**config.mk**
```make
export PLATFORM = sky130hd
export DESIGN_NAME = epm_counters
export DESIGN_NICKNAME = d
export VERILOG_FILES = /design/src/core/epm_pkg.sv /design/src/core/epm_counters.sv
export SDC_FILE = /design/constraint.sdc
export NUM_CORES = 1
export LEC_CHECK = 0
export BUFFER_PORTS_ARGS = -buffer_cell sky130_fd_sc_hd__clkbuf_2
export CAP_MARGIN = 20
export CORE_MARGIN = 10
export CORE_UTILIZATION = 34
export CTS_CLUSTER_DIAMETER = 150
export DETAILED_ROUTE_END_ITERATION = 10
export GPL_TIMING_DRIVEN = 0
export HOLD_SLACK_MARGIN = 0.1
export PLACE_DENSITY_LB_ADDON = 0.05
export SYNTH_ARGS = -nofsm -noshare
export SYNTH_HDL_FRONTEND = slang
export SYNTH_SLANG_ARGS = --single-unit
```
**constraint.sdc**
```tcl
create_clock -name clk_i -period 1.7 [get_ports clk_i]
set_clock_uncertainty 0.15 [all_clocks]
set_input_delay 0.085 -clock clk_i [delete_from_list [all_inputs] [get_ports clk_i]]
set_output_delay 0.085 -clock clk_i [all_outputs]
set_load 0.02 [all_outputs]
```
**src/core/epm_pkg.sv**
```systemverilog
// Register map, field positions and reset values of the monitoring block
package epm_pkg;
   // Register pages
   localparam logic [7:0] EPM_PAGE_ANALOG = 8'h03;
   localparam logic [7:0] EPM_PAGE_MON = 8'h04;
   localparam logic [7:0] EPM_PAGE_CTRL = 8'h05;
   // Monitoring page addresses
   localparam logic [4:0] EPM_A_PRBS_ERR = 5'h10;
   localparam logic [4:0] EPM_A_PRBS_MF = 5'h11;
   localparam logic [4:0] EPM_A_ALARM = 5'h12;
   localparam logic [4:0] EPM_A_EFAS = 5'h13;
   localparam logic [4:0] EPM_A_EBIT_HI = 5'h14;
   localparam logic [4:0] EPM_A_EBIT_LO = 5'h15;
   localparam logic [4:0] EPM_A_LCV_HI = 5'h16;
   localparam logic [4:0] EPM_A_LCV_LO = 5'h17;
   localparam logic [4:0] EPM_A_CRC_HI = 5'h18;
   localparam logic [4:0] EPM_A_CRC_LO = 5'h19;
   localparam logic [4:0] EPM_A_EVT0 = 5'h1b;
   localparam logic [4:0] EPM_A_EVT1 = 5'h1c;
   // Analog page addresses
   localparam logic [4:0] EPM_A_LPEAK = 5'h1d;
   localparam logic [4:0] EPM_A_EPEAK = 5'h1e;
   localparam logic [4:0] EPM_A_ID = 5'h1f;
   // Control page address
   localparam logic [4:0] EPM_A_CTRL = 5'h10;
   // Alarm latch bit positions
   localparam int EPM_B_REMOTE = 7;
   localparam int EPM_B_ALL_ONES = 6;
   localparam int EPM_B_TS16 = 5;
   localparam int EPM_B_LOST = 4;
   localparam int EPM_B_AUX = 3;
   localparam int EPM_B_MF_ALARM = 2;
   localparam int EPM_B_SLIP = 1;
   // Control register bit positions
   localparam int EPM_B_XZ_EN = 0;
   // Field widths
   localparam int EPM_EBIT_W = 10;
   localparam int EPM_LPEAK_W = 5;
   // Reset values
   localparam logic [7:0] EPM_RST8 = 8'h00;
   localparam logic [9:0] EPM_RST10 = 10'h000;
   localparam logic [15:0] EPM_RST16 = 16'h0000;
   localparam logic [7:0] EPM_ONE8 = 8'h01;
   localparam logic [9:0] EPM_ONE10 = 10'h001;
   localparam logic [15:0] EPM_ONE16 = 16'h0001;
endpackage : epm_pkg

```
**src/core/epm_counters.sv**
```systemverilog
// Receive performance monitoring counters, alarm latch and readback registers
//
// Functional notes
// - PRBS error count adds one per PRBS error detected.
// - PRBS multiframe count adds one per CRC multiframe; cleared on PRBS count write.
// - Alarm latch bit 7 sets on remote alarm; every latch bit clears on read.
// - Alarm latch bit 6 sets on all-ones alarm; clears on read.
// - Alarm latch bit 5 sets on timeslot 16 all-ones alarm; clears on read.
// - Alarm latch bit 4 sets on loss of signal; clears on read.
// - Alarm latch bit 3 sets on auxiliary pattern; clears on read.
// - Alarm latch bit 2 sets on multiframe alarm; clears on read.
// - Alarm latch bit 1 sets on elastic buffer slip; bit 0 unused.
// - Errored frame alignment count adds one per errored alignment signal.
// - E-bit count: upper bits in bits 1-0 of high register, low byte separate.
// - Sixteen-bit line code violation count, upper byte in its own register.
// - Excess-zeros control low: count only non-HDB3 bipolar violations.
// - Excess-zeros control high: count bipolar violations or excess zeros.
// - Sixteen-bit CRC-4 error count read as high and low byte.
// - Read-only register returns the 5-bit line peak converter value.
// - Read-only register returns the 8-bit equalized peak converter value.
// - Read-only identification register returns a fixed device code.
// - Event word zero bits rise on their condition change, clear on read.
//
// The strobed register port was left to the implementer.
`timescale 1ns/100ps
module epm_counters
   import epm_pkg::*;
#(
   // Arbitrary neutral value, not a real part code
   parameter logic [7:0] DEVICE_CODE = 8'h5a
)
(
   // Clock and reset
   input wire logic clk_i,
   input wire logic resetn_i,
   // Host register port
   input wire logic [7:0] page_i,
   input wire logic [4:0] addr_i,
   input wire logic [7:0] wdata_i,
   input wire logic wr_i,
   input wire logic rd_i,
   output logic [7:0] rdata_o,
   // Error events from framer and line interface
   input wire logic prbs_err_i,
   input wire logic crc_mf_i,
   input wire logic fas_err_i,
   input wire logic ebit_err_i,
   input wire logic bipolar_viol_i,
   input wire logic excess_zeros_i,
   input wire logic crc_err_i,
   // Alarm conditions
   input wire logic remote_alarm_i,
   input wire logic all_ones_i,
   input wire logic ts16_all_ones_i,
   input wire logic signal_lost_i,
   input wire logic aux_pattern_i,
   input wire logic mf_alarm_i,
   input wire logic rx_slip_i,
   // Unmasked event pulses for the two event words
   input wire logic [7:0] evt0_i,
   input wire logic [7:0] evt1_i,
   // Peak detector converters
   input wire logic [4:0] line_peak_i,
   input wire logic [7:0] eq_peak_i,
   // Control out
   output logic excess_zeros_enable_o
);

   // Register state
   logic [7:0] prbs_err_cnt_q;
   logic [7:0] prbs_mf_cnt_q;
   logic [7:0] alarm_q;
   logic [7:0] alarm_d;
   logic [7:0] errored_fas_cnt_q;
   logic [9:0] ebit_cnt_q;
   logic [15:0] line_viol_cnt_q;
   logic [15:0] crc_err_cnt_q;
   logic [7:0] evt0_q;
   logic [7:0] evt1_q;
   logic [4:0] line_peak_value_q;
   logic [7:0] eq_peak_q;
   logic excess_zeros_enable_q;
   logic [7:0] rdata_q;
   logic [7:0] rmux;
   logic [7:0] alarm_set;

   // Page and address decode
   logic mon_sel;
   logic ana_sel;
   logic ctl_sel;
   logic wr_prbs;
   logic wr_ctrl;
   logic rd_alarm;
   logic rd_evt0;
   logic rd_evt1;
   logic line_viol;

   // Registers only answer inside their own page
   assign mon_sel = (page_i == EPM_PAGE_MON);
   assign ana_sel = (page_i == EPM_PAGE_ANALOG);
   assign ctl_sel = (page_i == EPM_PAGE_CTRL);
   assign wr_prbs = wr_i && mon_sel && (addr_i == EPM_A_PRBS_ERR);
   assign wr_ctrl = wr_i && ctl_sel && (addr_i == EPM_A_CTRL);
   assign rd_alarm = rd_i && mon_sel && (addr_i == EPM_A_ALARM);
   assign rd_evt0 = rd_i && mon_sel && (addr_i == EPM_A_EVT0);
   assign rd_evt1 = rd_i && mon_sel && (addr_i == EPM_A_EVT1);

   // Violation qualifier picks its definition from the control bit
   always_comb
   begin
      if (excess_zeros_enable_q)
      begin
         line_viol = bipolar_viol_i || excess_zeros_i;
      end
      else
      begin
         line_viol = bipolar_viol_i;
      end
   end

   // PRBS error count; a host write takes priority over a same-cycle error
   always_ff @(posedge clk_i)
   begin
      if (!resetn_i)
      begin
         prbs_err_cnt_q <= EPM_RST8;
      end
      else if (wr_prbs)
      begin
         prbs_err_cnt_q <= wdata_i;
      end
      else if (prbs_err_i)
      begin
         prbs_err_cnt_q <= prbs_err_cnt_q + EPM_ONE8;
      end
   end

   // Multiframe count; a multiframe arriving with the clearing write is kept
   always_ff @(posedge clk_i)
   begin
      if (!resetn_i)
      begin
         prbs_mf_cnt_q <= EPM_RST8;
      end
      else if (wr_prbs)
      begin
         prbs_mf_cnt_q <= crc_mf_i ? EPM_ONE8 : EPM_RST8;
      end
      else if (crc_mf_i)
      begin
         prbs_mf_cnt_q <= prbs_mf_cnt_q + EPM_ONE8;
      end
   end

   // Alarm set terms, bit 0 never sets
   always_comb
   begin
      alarm_set = EPM_RST8;
      alarm_set[EPM_B_REMOTE] = remote_alarm_i;
      alarm_set[EPM_B_ALL_ONES] = all_ones_i;
      alarm_set[EPM_B_TS16] = ts16_all_ones_i;
      alarm_set[EPM_B_LOST] = signal_lost_i;
      alarm_set[EPM_B_AUX] = aux_pattern_i;
      alarm_set[EPM_B_MF_ALARM] = mf_alarm_i;
      alarm_set[EPM_B_SLIP] = rx_slip_i;
   end

   // Read clears the latch, but a set in the same cycle survives it
   always_comb
   begin
      if (rd_alarm)
      begin
         alarm_d = alarm_set;
      end
      else
      begin
         alarm_d = alarm_q | alarm_set;
      end
   end

   // Alarm latch
   always_ff @(posedge clk_i)
   begin
      if (!resetn_i)
      begin
         alarm_q <= EPM_RST8;
      end
      else
      begin
         alarm_q <= alarm_d;
      end
   end

   // Errored frame alignment count, wraps at full scale
   always_ff @(posedge clk_i)
   begin
      if (!resetn_i)
      begin
         errored_fas_cnt_q <= EPM_RST8;
      end
      else if (fas_err_i)
      begin
         errored_fas_cnt_q <= errored_fas_cnt_q + EPM_ONE8;
      end
   end

   // E-bit count, ten bits wide
   always_ff @(posedge clk_i)
   begin
      if (!resetn_i)
      begin
         ebit_cnt_q <= EPM_RST10;
      end
      else if (ebit_err_i)
      begin
         ebit_cnt_q <= ebit_cnt_q + EPM_ONE10;
      end
   end

   // Line code violation count
   always_ff @(posedge clk_i)
   begin
      if (!resetn_i)
      begin
         line_viol_cnt_q <= EPM_RST16;
      end
      else if (line_viol)
      begin
         line_viol_cnt_q <= line_viol_cnt_q + EPM_ONE16;
      end
   end

   // CRC-4 error count
   always_ff @(posedge clk_i)
   begin
      if (!resetn_i)
      begin
         crc_err_cnt_q <= EPM_RST16;
      end
      else if (crc_err_i)
      begin
         crc_err_cnt_q <= crc_err_cnt_q + EPM_ONE16;
      end
   end

   // Event word zero, sticky until read, set beats clear
   always_ff @(posedge clk_i)
   begin
      if (!resetn_i)
      begin
         evt0_q <= EPM_RST8;
      end
      else if (rd_evt0)
      begin
         evt0_q <= evt0_i;
      end
      else
      begin
         evt0_q <= evt0_q | evt0_i;
      end
   end

   // Event word one, same behaviour as word zero
   always_ff @(posedge clk_i)
   begin
      if (!resetn_i)
      begin
         evt1_q <= EPM_RST8;
      end
      else if (rd_evt1)
      begin
         evt1_q <= evt1_i;
      end
      else
      begin
         evt1_q <= evt1_q | evt1_i;
      end
   end

   // Converter samples are retimed every cycle so reads see a stable word
   always_ff @(posedge clk_i)
   begin
      if (!resetn_i)
      begin
         line_peak_value_q <= EPM_RST8[EPM_LPEAK_W-1:0];
         eq_peak_q <= EPM_RST8;
      end
      else
      begin
         line_peak_value_q <= line_peak_i;
         eq_peak_q <= eq_peak_i;
      end
   end

   // Control register
   always_ff @(posedge clk_i)
   begin
      if (!resetn_i)
      begin
         excess_zeros_enable_q <= 1'b0;
      end
      else if (wr_ctrl)
      begin
         excess_zeros_enable_q <= wdata_i[EPM_B_XZ_EN];
      end
   end

   // Read mux; high and low bytes are not snapshotted, so a carry between
   // the two reads can tear a 16-bit value
   always_comb
   begin
      rmux = EPM_RST8;
      if (mon_sel)
      begin
         case (addr_i)
            EPM_A_PRBS_ERR: rmux = prbs_err_cnt_q;
            EPM_A_PRBS_MF: rmux = prbs_mf_cnt_q;
            EPM_A_ALARM: rmux = alarm_q;
            EPM_A_EFAS: rmux = errored_fas_cnt_q;
            EPM_A_EBIT_HI: rmux = {6'h00, ebit_cnt_q[EPM_EBIT_W-1:8]};
            EPM_A_EBIT_LO: rmux = ebit_cnt_q[7:0];
            EPM_A_LCV_HI: rmux = line_viol_cnt_q[15:8];
            EPM_A_LCV_LO: rmux = line_viol_cnt_q[7:0];
            EPM_A_CRC_HI: rmux = crc_err_cnt_q[15:8];
            EPM_A_CRC_LO: rmux = crc_err_cnt_q[7:0];
            EPM_A_EVT0: rmux = evt0_q;
            EPM_A_EVT1: rmux = evt1_q;
            default: rmux = EPM_RST8;
         endcase
      end
      else if (ana_sel)
      begin
         case (addr_i)
            EPM_A_LPEAK: rmux = {3'h0, line_peak_value_q};
            EPM_A_EPEAK: rmux = eq_peak_q;
            EPM_A_ID: rmux = DEVICE_CODE;
            default: rmux = EPM_RST8;
         endcase
      end
      else if (ctl_sel && (addr_i == EPM_A_CTRL))
      begin
         rmux = {7'h00, excess_zeros_enable_q};
      end
   end

   // Read data stands for exactly one cycle after the strobe
   always_ff @(posedge clk_i)
   begin
      if (!resetn_i)
      begin
         rdata_q <= EPM_RST8;
      end
      else if (rd_i)
      begin
         rdata_q <= rmux;
      end
      else
      begin
         rdata_q <= EPM_RST8;
      end
   end

   // Outputs come straight from flops
   assign rdata_o = rdata_q;
   assign excess_zeros_enable_o = excess_zeros_enable_q;

endmodule : epm_counters

```
; Word-level counts from Yosys, hierarchy flattened
; Index checks and enable logic that the tools add are counted.
[word_totals]
ff_bits = 112
mem_bits_ro = 0
latch_bits = 0
word_cells = 70
mem_count = 0
mem_bits_rw = 0
output_inout_bits = 9
inputBits = 68
[op_classes]
n_addsub = 6
bitwise_logic = 4
n_div = 0
eq_ne = 18
shift = 0
order_cmp = 0
muxes = 14
mul = 0
n_reduce_logical = 14
[ops]
columns = op, count
row1 = $pmux 8 s12, 1
row2 = $eq 5x5->1 const B, 15
row3 = $mux 8, 9
row4 = $add 16x1->16 const B, 2
row5 = $add 8x1->8 const B, 3
row6 = $or 8x8->8, 3
row7 = $pmux 8 s3, 1
row8 = $eq 8x3->1 const B, 2
row9 = $add 10x1->10 const B, 1
row10 = $logic_and 1x1->1, 9
row11 = $eq 8x2->1 const B, 1
row12 = $reduce_bool 2->1, 2
row13 = $mux 1, 3
row14 = $reduce_and 2->1, 1
row15 = $reduce_or 2->1, 1
row16 = $logic_or 1x1->1, 1
row17 = $not 1->1, 1

; Longest topological paths before layout
[logic_depth]
ltp_word = 5
depth_mapped = 8
mapped_depth_nobuf = 6

; Least setup slack after synthesis
; No wires, ideal clock.
[synth_path]
path_type = input to register
from = input page_i[0]
to = register prbs_err_cnt_q[0]
setup_time_ns = 0.116
cell_stages = 5
n_path_buf = 1
setup_slack_ns = -0.056
required_time_ns = 1.434
arrival_time_ns = 1.490
path_cell_list = or4_4 > nor4_4 > nand4_2 > buf_4 > o211a_1
[synth_via]
elab_chain_len = 4
word_cells_on_any_way = 5
cone_classes = eq/ne (1) / mux (1) / reduce/logical (3)
[synth_rtl]
columns = item, line
row1 = start: declaration, epm_counters.sv:37  ; input wire logic [7:0] page_i,
row2 = $eq 8x3->1 (*), epm_counters.sv:99  ; assign mon_sel = (page_i == EPM_PAGE_MON);
row3 = $logic_and 1x1->1 (*) (2 in series), epm_counters.sv:102  ; assign wr_prbs = wr_i && mon_sel && (addr_i == EPM_A_PRBS_ERR);
row4 = $mux 8 or $reduce_bool 2->1 (tied branches), -
row5 = end signal: assignment, epm_counters.sv:130  ; prbs_err_cnt_q <= wdata_i;
row6 = end signal: assignment, epm_counters.sv:134  ; prbs_err_cnt_q <= prbs_err_cnt_q + EPM_ONE8;
row7 = end: declaration, epm_counters.sv:70  ; logic [7:0] prbs_err_cnt_q;
; Mark *: on every way between the ends. The rest lies on a longest branch, timed or not.
; A chain may end at the register's enable or synchronous reset.

; Final worst setup path
[layout_path]
from = register errored_fas_cnt_q[6]
to = register rdata_q[6] (netlist: rdata_o[6])
[layout_via]
elab_chain_len = 2
[layout_rtl]
columns = item, line
row1 = start: declaration, epm_counters.sv:74  ; logic [7:0] errored_fas_cnt_q;
row2 = start signal: assignment, epm_counters.sv:203  ; errored_fas_cnt_q <= errored_fas_cnt_q + EPM_ONE8;
row3 = $pmux 8 s12, epm_counters.sv:315  ; case (addr_i)
row4 = $mux 8, epm_counters.sv:313  ; if (mon_sel)
row5 = end signal: assignment, epm_counters.sv:355  ; rdata_q <= rmux;
row6 = end: declaration, epm_counters.sv:83  ; logic [7:0] rdata_q;
; No other way between the ends.

==> summary.txt <==
Status = complete, but fails checks
Failing checks = negative setup slack
Synth Area in XOR/XNOR = 0.08406
Final Worst Setup Slack = -0.02826 ns
Top FF cell, synth = dfxtp_1
Area delta synth->final = 34.41%
Worst-Skew Late Latency = 0.36 ns
Flop pwr share = 0.498
Net Sw Power = 1.366 mW
Required time of the critical path = 1.79 ns
DRC = 0
CTS Root Cell = clkbuf_16
Clk slew on worst S/H paths = 0.07 ns
Core Region = 15770 um2
Rows = 46
Initial Util = 0.3435
Area post-placement = 6043 um2
Worst reg-to-reg path cell count = 5
Detail Route Antenna Nets = 0
Post-route cell area = 7282 um2
Finished Core Util = 0.4618
Final Power = 5.539 mW
CTS tree = yes
Final period util = 1.017
LEAKAGE = 2.905 nW
Final Net Count = 820
Worst setup EP type = flip-flop
Max-slew violation count = 0
Area of the multi-input gates = 3277 um2
Number of global-route vias before repair = 5091
Min Tclk post-route = 1.728 ns
Clock Power Share = 0.394
Setup Crit Path Kind = flip-flop to flip-flop
Largest net degree at the start of global routing = 18
Critical R2R Launch = errored_fas_cnt_q[6]
Worst-margin pin slew = 0.6642 ns
Adder-Cell Fraction of Synth Area = 0.01386
Metal2 WL = 8447 um
Number of max-cap violations = 0
WL final = 18230 um
Die X = 146.2 um
Met3 wire length = 879 um
Port bufs = 69
Initial antenna violation count = 0
Wire length per cell = 18.85 um
GRT Overall Usage = 0.1700
Final count of hold timing violations = 0
Post-DP HPWL = 13750 um
Distinct cells, synth = 53
HP Start = rd_i
Io pins = 77
Max_slew headroom = 0.5572
Int Pwr = 4.173 mW
Max layer used = met4
Fin Setup TNS = -0.05452 ns
Final hold slack = 0.09169 ns
Iter 0 DRT Violations = 258
Crit start category = flip-flop
Post-Synth Simple-Gate Area = 0.2820
EDFF count, synth = 0
Die Span Y = 146.2 um
Synth warn = 0
FF+latch count, synth = 111
Seq/Total Area, Yosys = 0.4102
CP max FO = 2
Combinational share of power = 0.108
Endpoints failing setup = 2
VDD IR max = 0.4862 mV
FF/Latch Area = 2252 um2
Max Clock Freq = 578.6 MHz
Share of layout cells above drive strength 1 = 0.2463
Avg Cell Area, Syn = 9.060 um2
CP Launch Point = errored_fas_cnt_q[6]
Fillers = 1594
Post-synthesis mux area share = 0.06259
Class of the worst hold path = primary input to flip-flop
1st-pass router iterations = 4
Layout Cells excl Fill = 967
Antenna Diode Count = 0
Vias/cell = 5.062
Routed met1 length = 8556 um
Sw Ratio = 0.2466
Asr flop ratio synth = 0
Gr ovfl total = 0
Pwr Density = 760.6 nW/um2
Dpl cells = 883
Total CTS buffers = 9
Total number of vias = 4895
H-tree levels = 3
Largest family of logic cells by synthesized area = simple AND/OR/NAND/NOR gates
Crit path DAT = 1.82 ns
Clock Path Buffers = 2
Syn_nets = 672
Synthesized area = 5418 um2
RSZ-0062 raised after global routing = yes
Hold Path Depth = 4
CTS sink count = 111
First-pass GRT wire length = 28490 um
Die Area = 21380 um2
Synth Area in Compound Gates = 0.1189
RePlAce Congestion = 0.9178
Pre-CTS worst setup slack = -0.7184 ns
Cells after synthesis = 598
-- area by class of cell --
cell class                 count  area share
buffer                        28     0.01856
inverter                       8    0.004124
multi-input combinational    449      0.4500
timing repair buffer         139      0.1397
sequential                   111      0.3093
tap                          216     0.03711
clock inverter                 5    0.007904
clock buffer                  11     0.03333
-- cells in the mapped netlist (3+ instances only) --
cell | count | share of area
a211oi_1 | 3 | 0.0042
a21boi_0 | 7 | 0.0097
a21o_1 | 4 | 0.0055
a21oi_1 | 30 | 0.028
a221oi_1 | 3 | 0.0049
a22oi_1 | 8 | 0.011
a31oi_1 | 3 | 0.0035
and2_1 | 52 | 0.060
and3_1 | 21 | 0.024
and4_1 | 5 | 0.0081
buf_2 | 6 | 0.0055
clkbuf_1 | 21 | 0.015
dfxtp_1 | 111 | 0.41
ha_1 | 6 | 0.014
inv_1 | 8 | 0.0055
mux2_2 | 7 | 0.015
mux2i_1 | 17 | 0.031
mux4_2 | 4 | 0.017
nand2_1 | 40 | 0.028
nand2b_1 | 7 | 0.0081
nand3_1 | 25 | 0.023
nand4_1 | 17 | 0.020
nor2_1 | 29 | 0.020
nor2b_1 | 35 | 0.040
nor3_1 | 10 | 0.0092
nor3b_1 | 4 | 0.0055
nor4_1 | 4 | 0.0046
o211a_1 | 8 | 0.015
o21ai_0 | 10 | 0.0092
o22ai_1 | 3 | 0.0035
o32ai_1 | 3 | 0.0049
or3_1 | 9 | 0.010
xnor2_1 | 37 | 0.060
xor2_1 | 15 | 0.024
-- repair_timing --
action                                 CTS  global route
endpoints found under the hold margin   61             0
hold buffers                            57             0
buffers inserted                        10             3
setup endpoints to repair               57            53
pin swaps                               12             8
gates resized for setup                 43            40
-- routing by layer --
layer / vias to the layer above / track usage
li1: 2410 / -
met1: 2356 / 0.2205
met2: 109 / 0.2714
met3: 20 / 0.04265
met4: 0 / 0.05205
met5: - / 0
-- power groups by stage --
stage | Clock (mW) | Sequential (mW) | Combinational [mW]
floorplan | 0 | 2.79 | 0.280
global placement | 0 | 2.82 | 0.452
detailed placement | 0 | 2.82 | 0.459
CTS | 2.24 | 2.76 | 0.582
global route | 2.36 | 2.77 | 0.657
finish | 2.18 | 2.76 | 0.599
-- flip-flops by register name, summed over array words and instances (netlist names) --
register and count:
evt1_q 8, prbs_mf_cnt_q 8, line_peak_value_q 5, line_viol_cnt_q 16
eq_peak_q 8, evt0_q 8, alarm_q 7, ebit_cnt_q 10
excess_zeros_enable_o 1, crc_err_cnt_q 16, errored_fas_cnt_q 8, prbs_err_cnt_q 8
rdata_o 8
-- worst paths after layout --
path                                    to  slack, ns
worst min register to register  rdata_o[7]       0.29
worst max-delay path            rdata_o[6]      -0.03
worst max register to register  rdata_o[6]      -0.03
worst min-delay path            rdata_o[0]       0.09
-- worst max-delay path, stage by stage, from the launching register on --
cell and delay [ns]:
dfxtp_2 0.34, mux4_2 0.46, and2_4 0.18, a211oi_4 0.17, and3_4 0.23, o32ai_1 0.08
-- cell usage in the layout, fill, tap and decap left out, types with 8 or more instances in the layout --
| cell | instances |
|---|---|
| dfxtp_1 | 93 |
| clkbuf_2 | 73 |
| dlygate4sd3_1 | 57 |
| and2_1 | 51 |
| nand2_1 | 38 |
| xnor2_1 | 37 |
| nor2b_1 | 35 |
| nor2_1 | 26 |
| nand3_1 | 21 |
| and3_1 | 19 |
| nand4_1 | 17 |
| mux2i_1 | 17 |
| clkbuf_1 | 16 |
| a21oi_1 | 15 |
| xor2_1 | 15 |
| a21oi_2 | 15 |
| dfxtp_2 | 15 |
| buf_4 | 13 |
| o21ai_0 | 10 |
| or3_1 | 9 |
| clkbuf_16 | 9 |
| inv_1 | 8 |
| a22oi_1 | 8 |
| o211a_1 | 8 |
-- cell families after synthesis --
group                      Yosys count
AOI/OAI and AO/OA                   94
muxes                               28
DFF                                111
and+or+nand+nor                    269
xor gates and xnor gates            52
buffers and inverters               38
adders and majority gates            6
No activity file was read; power rests on OpenSTA's default activity.
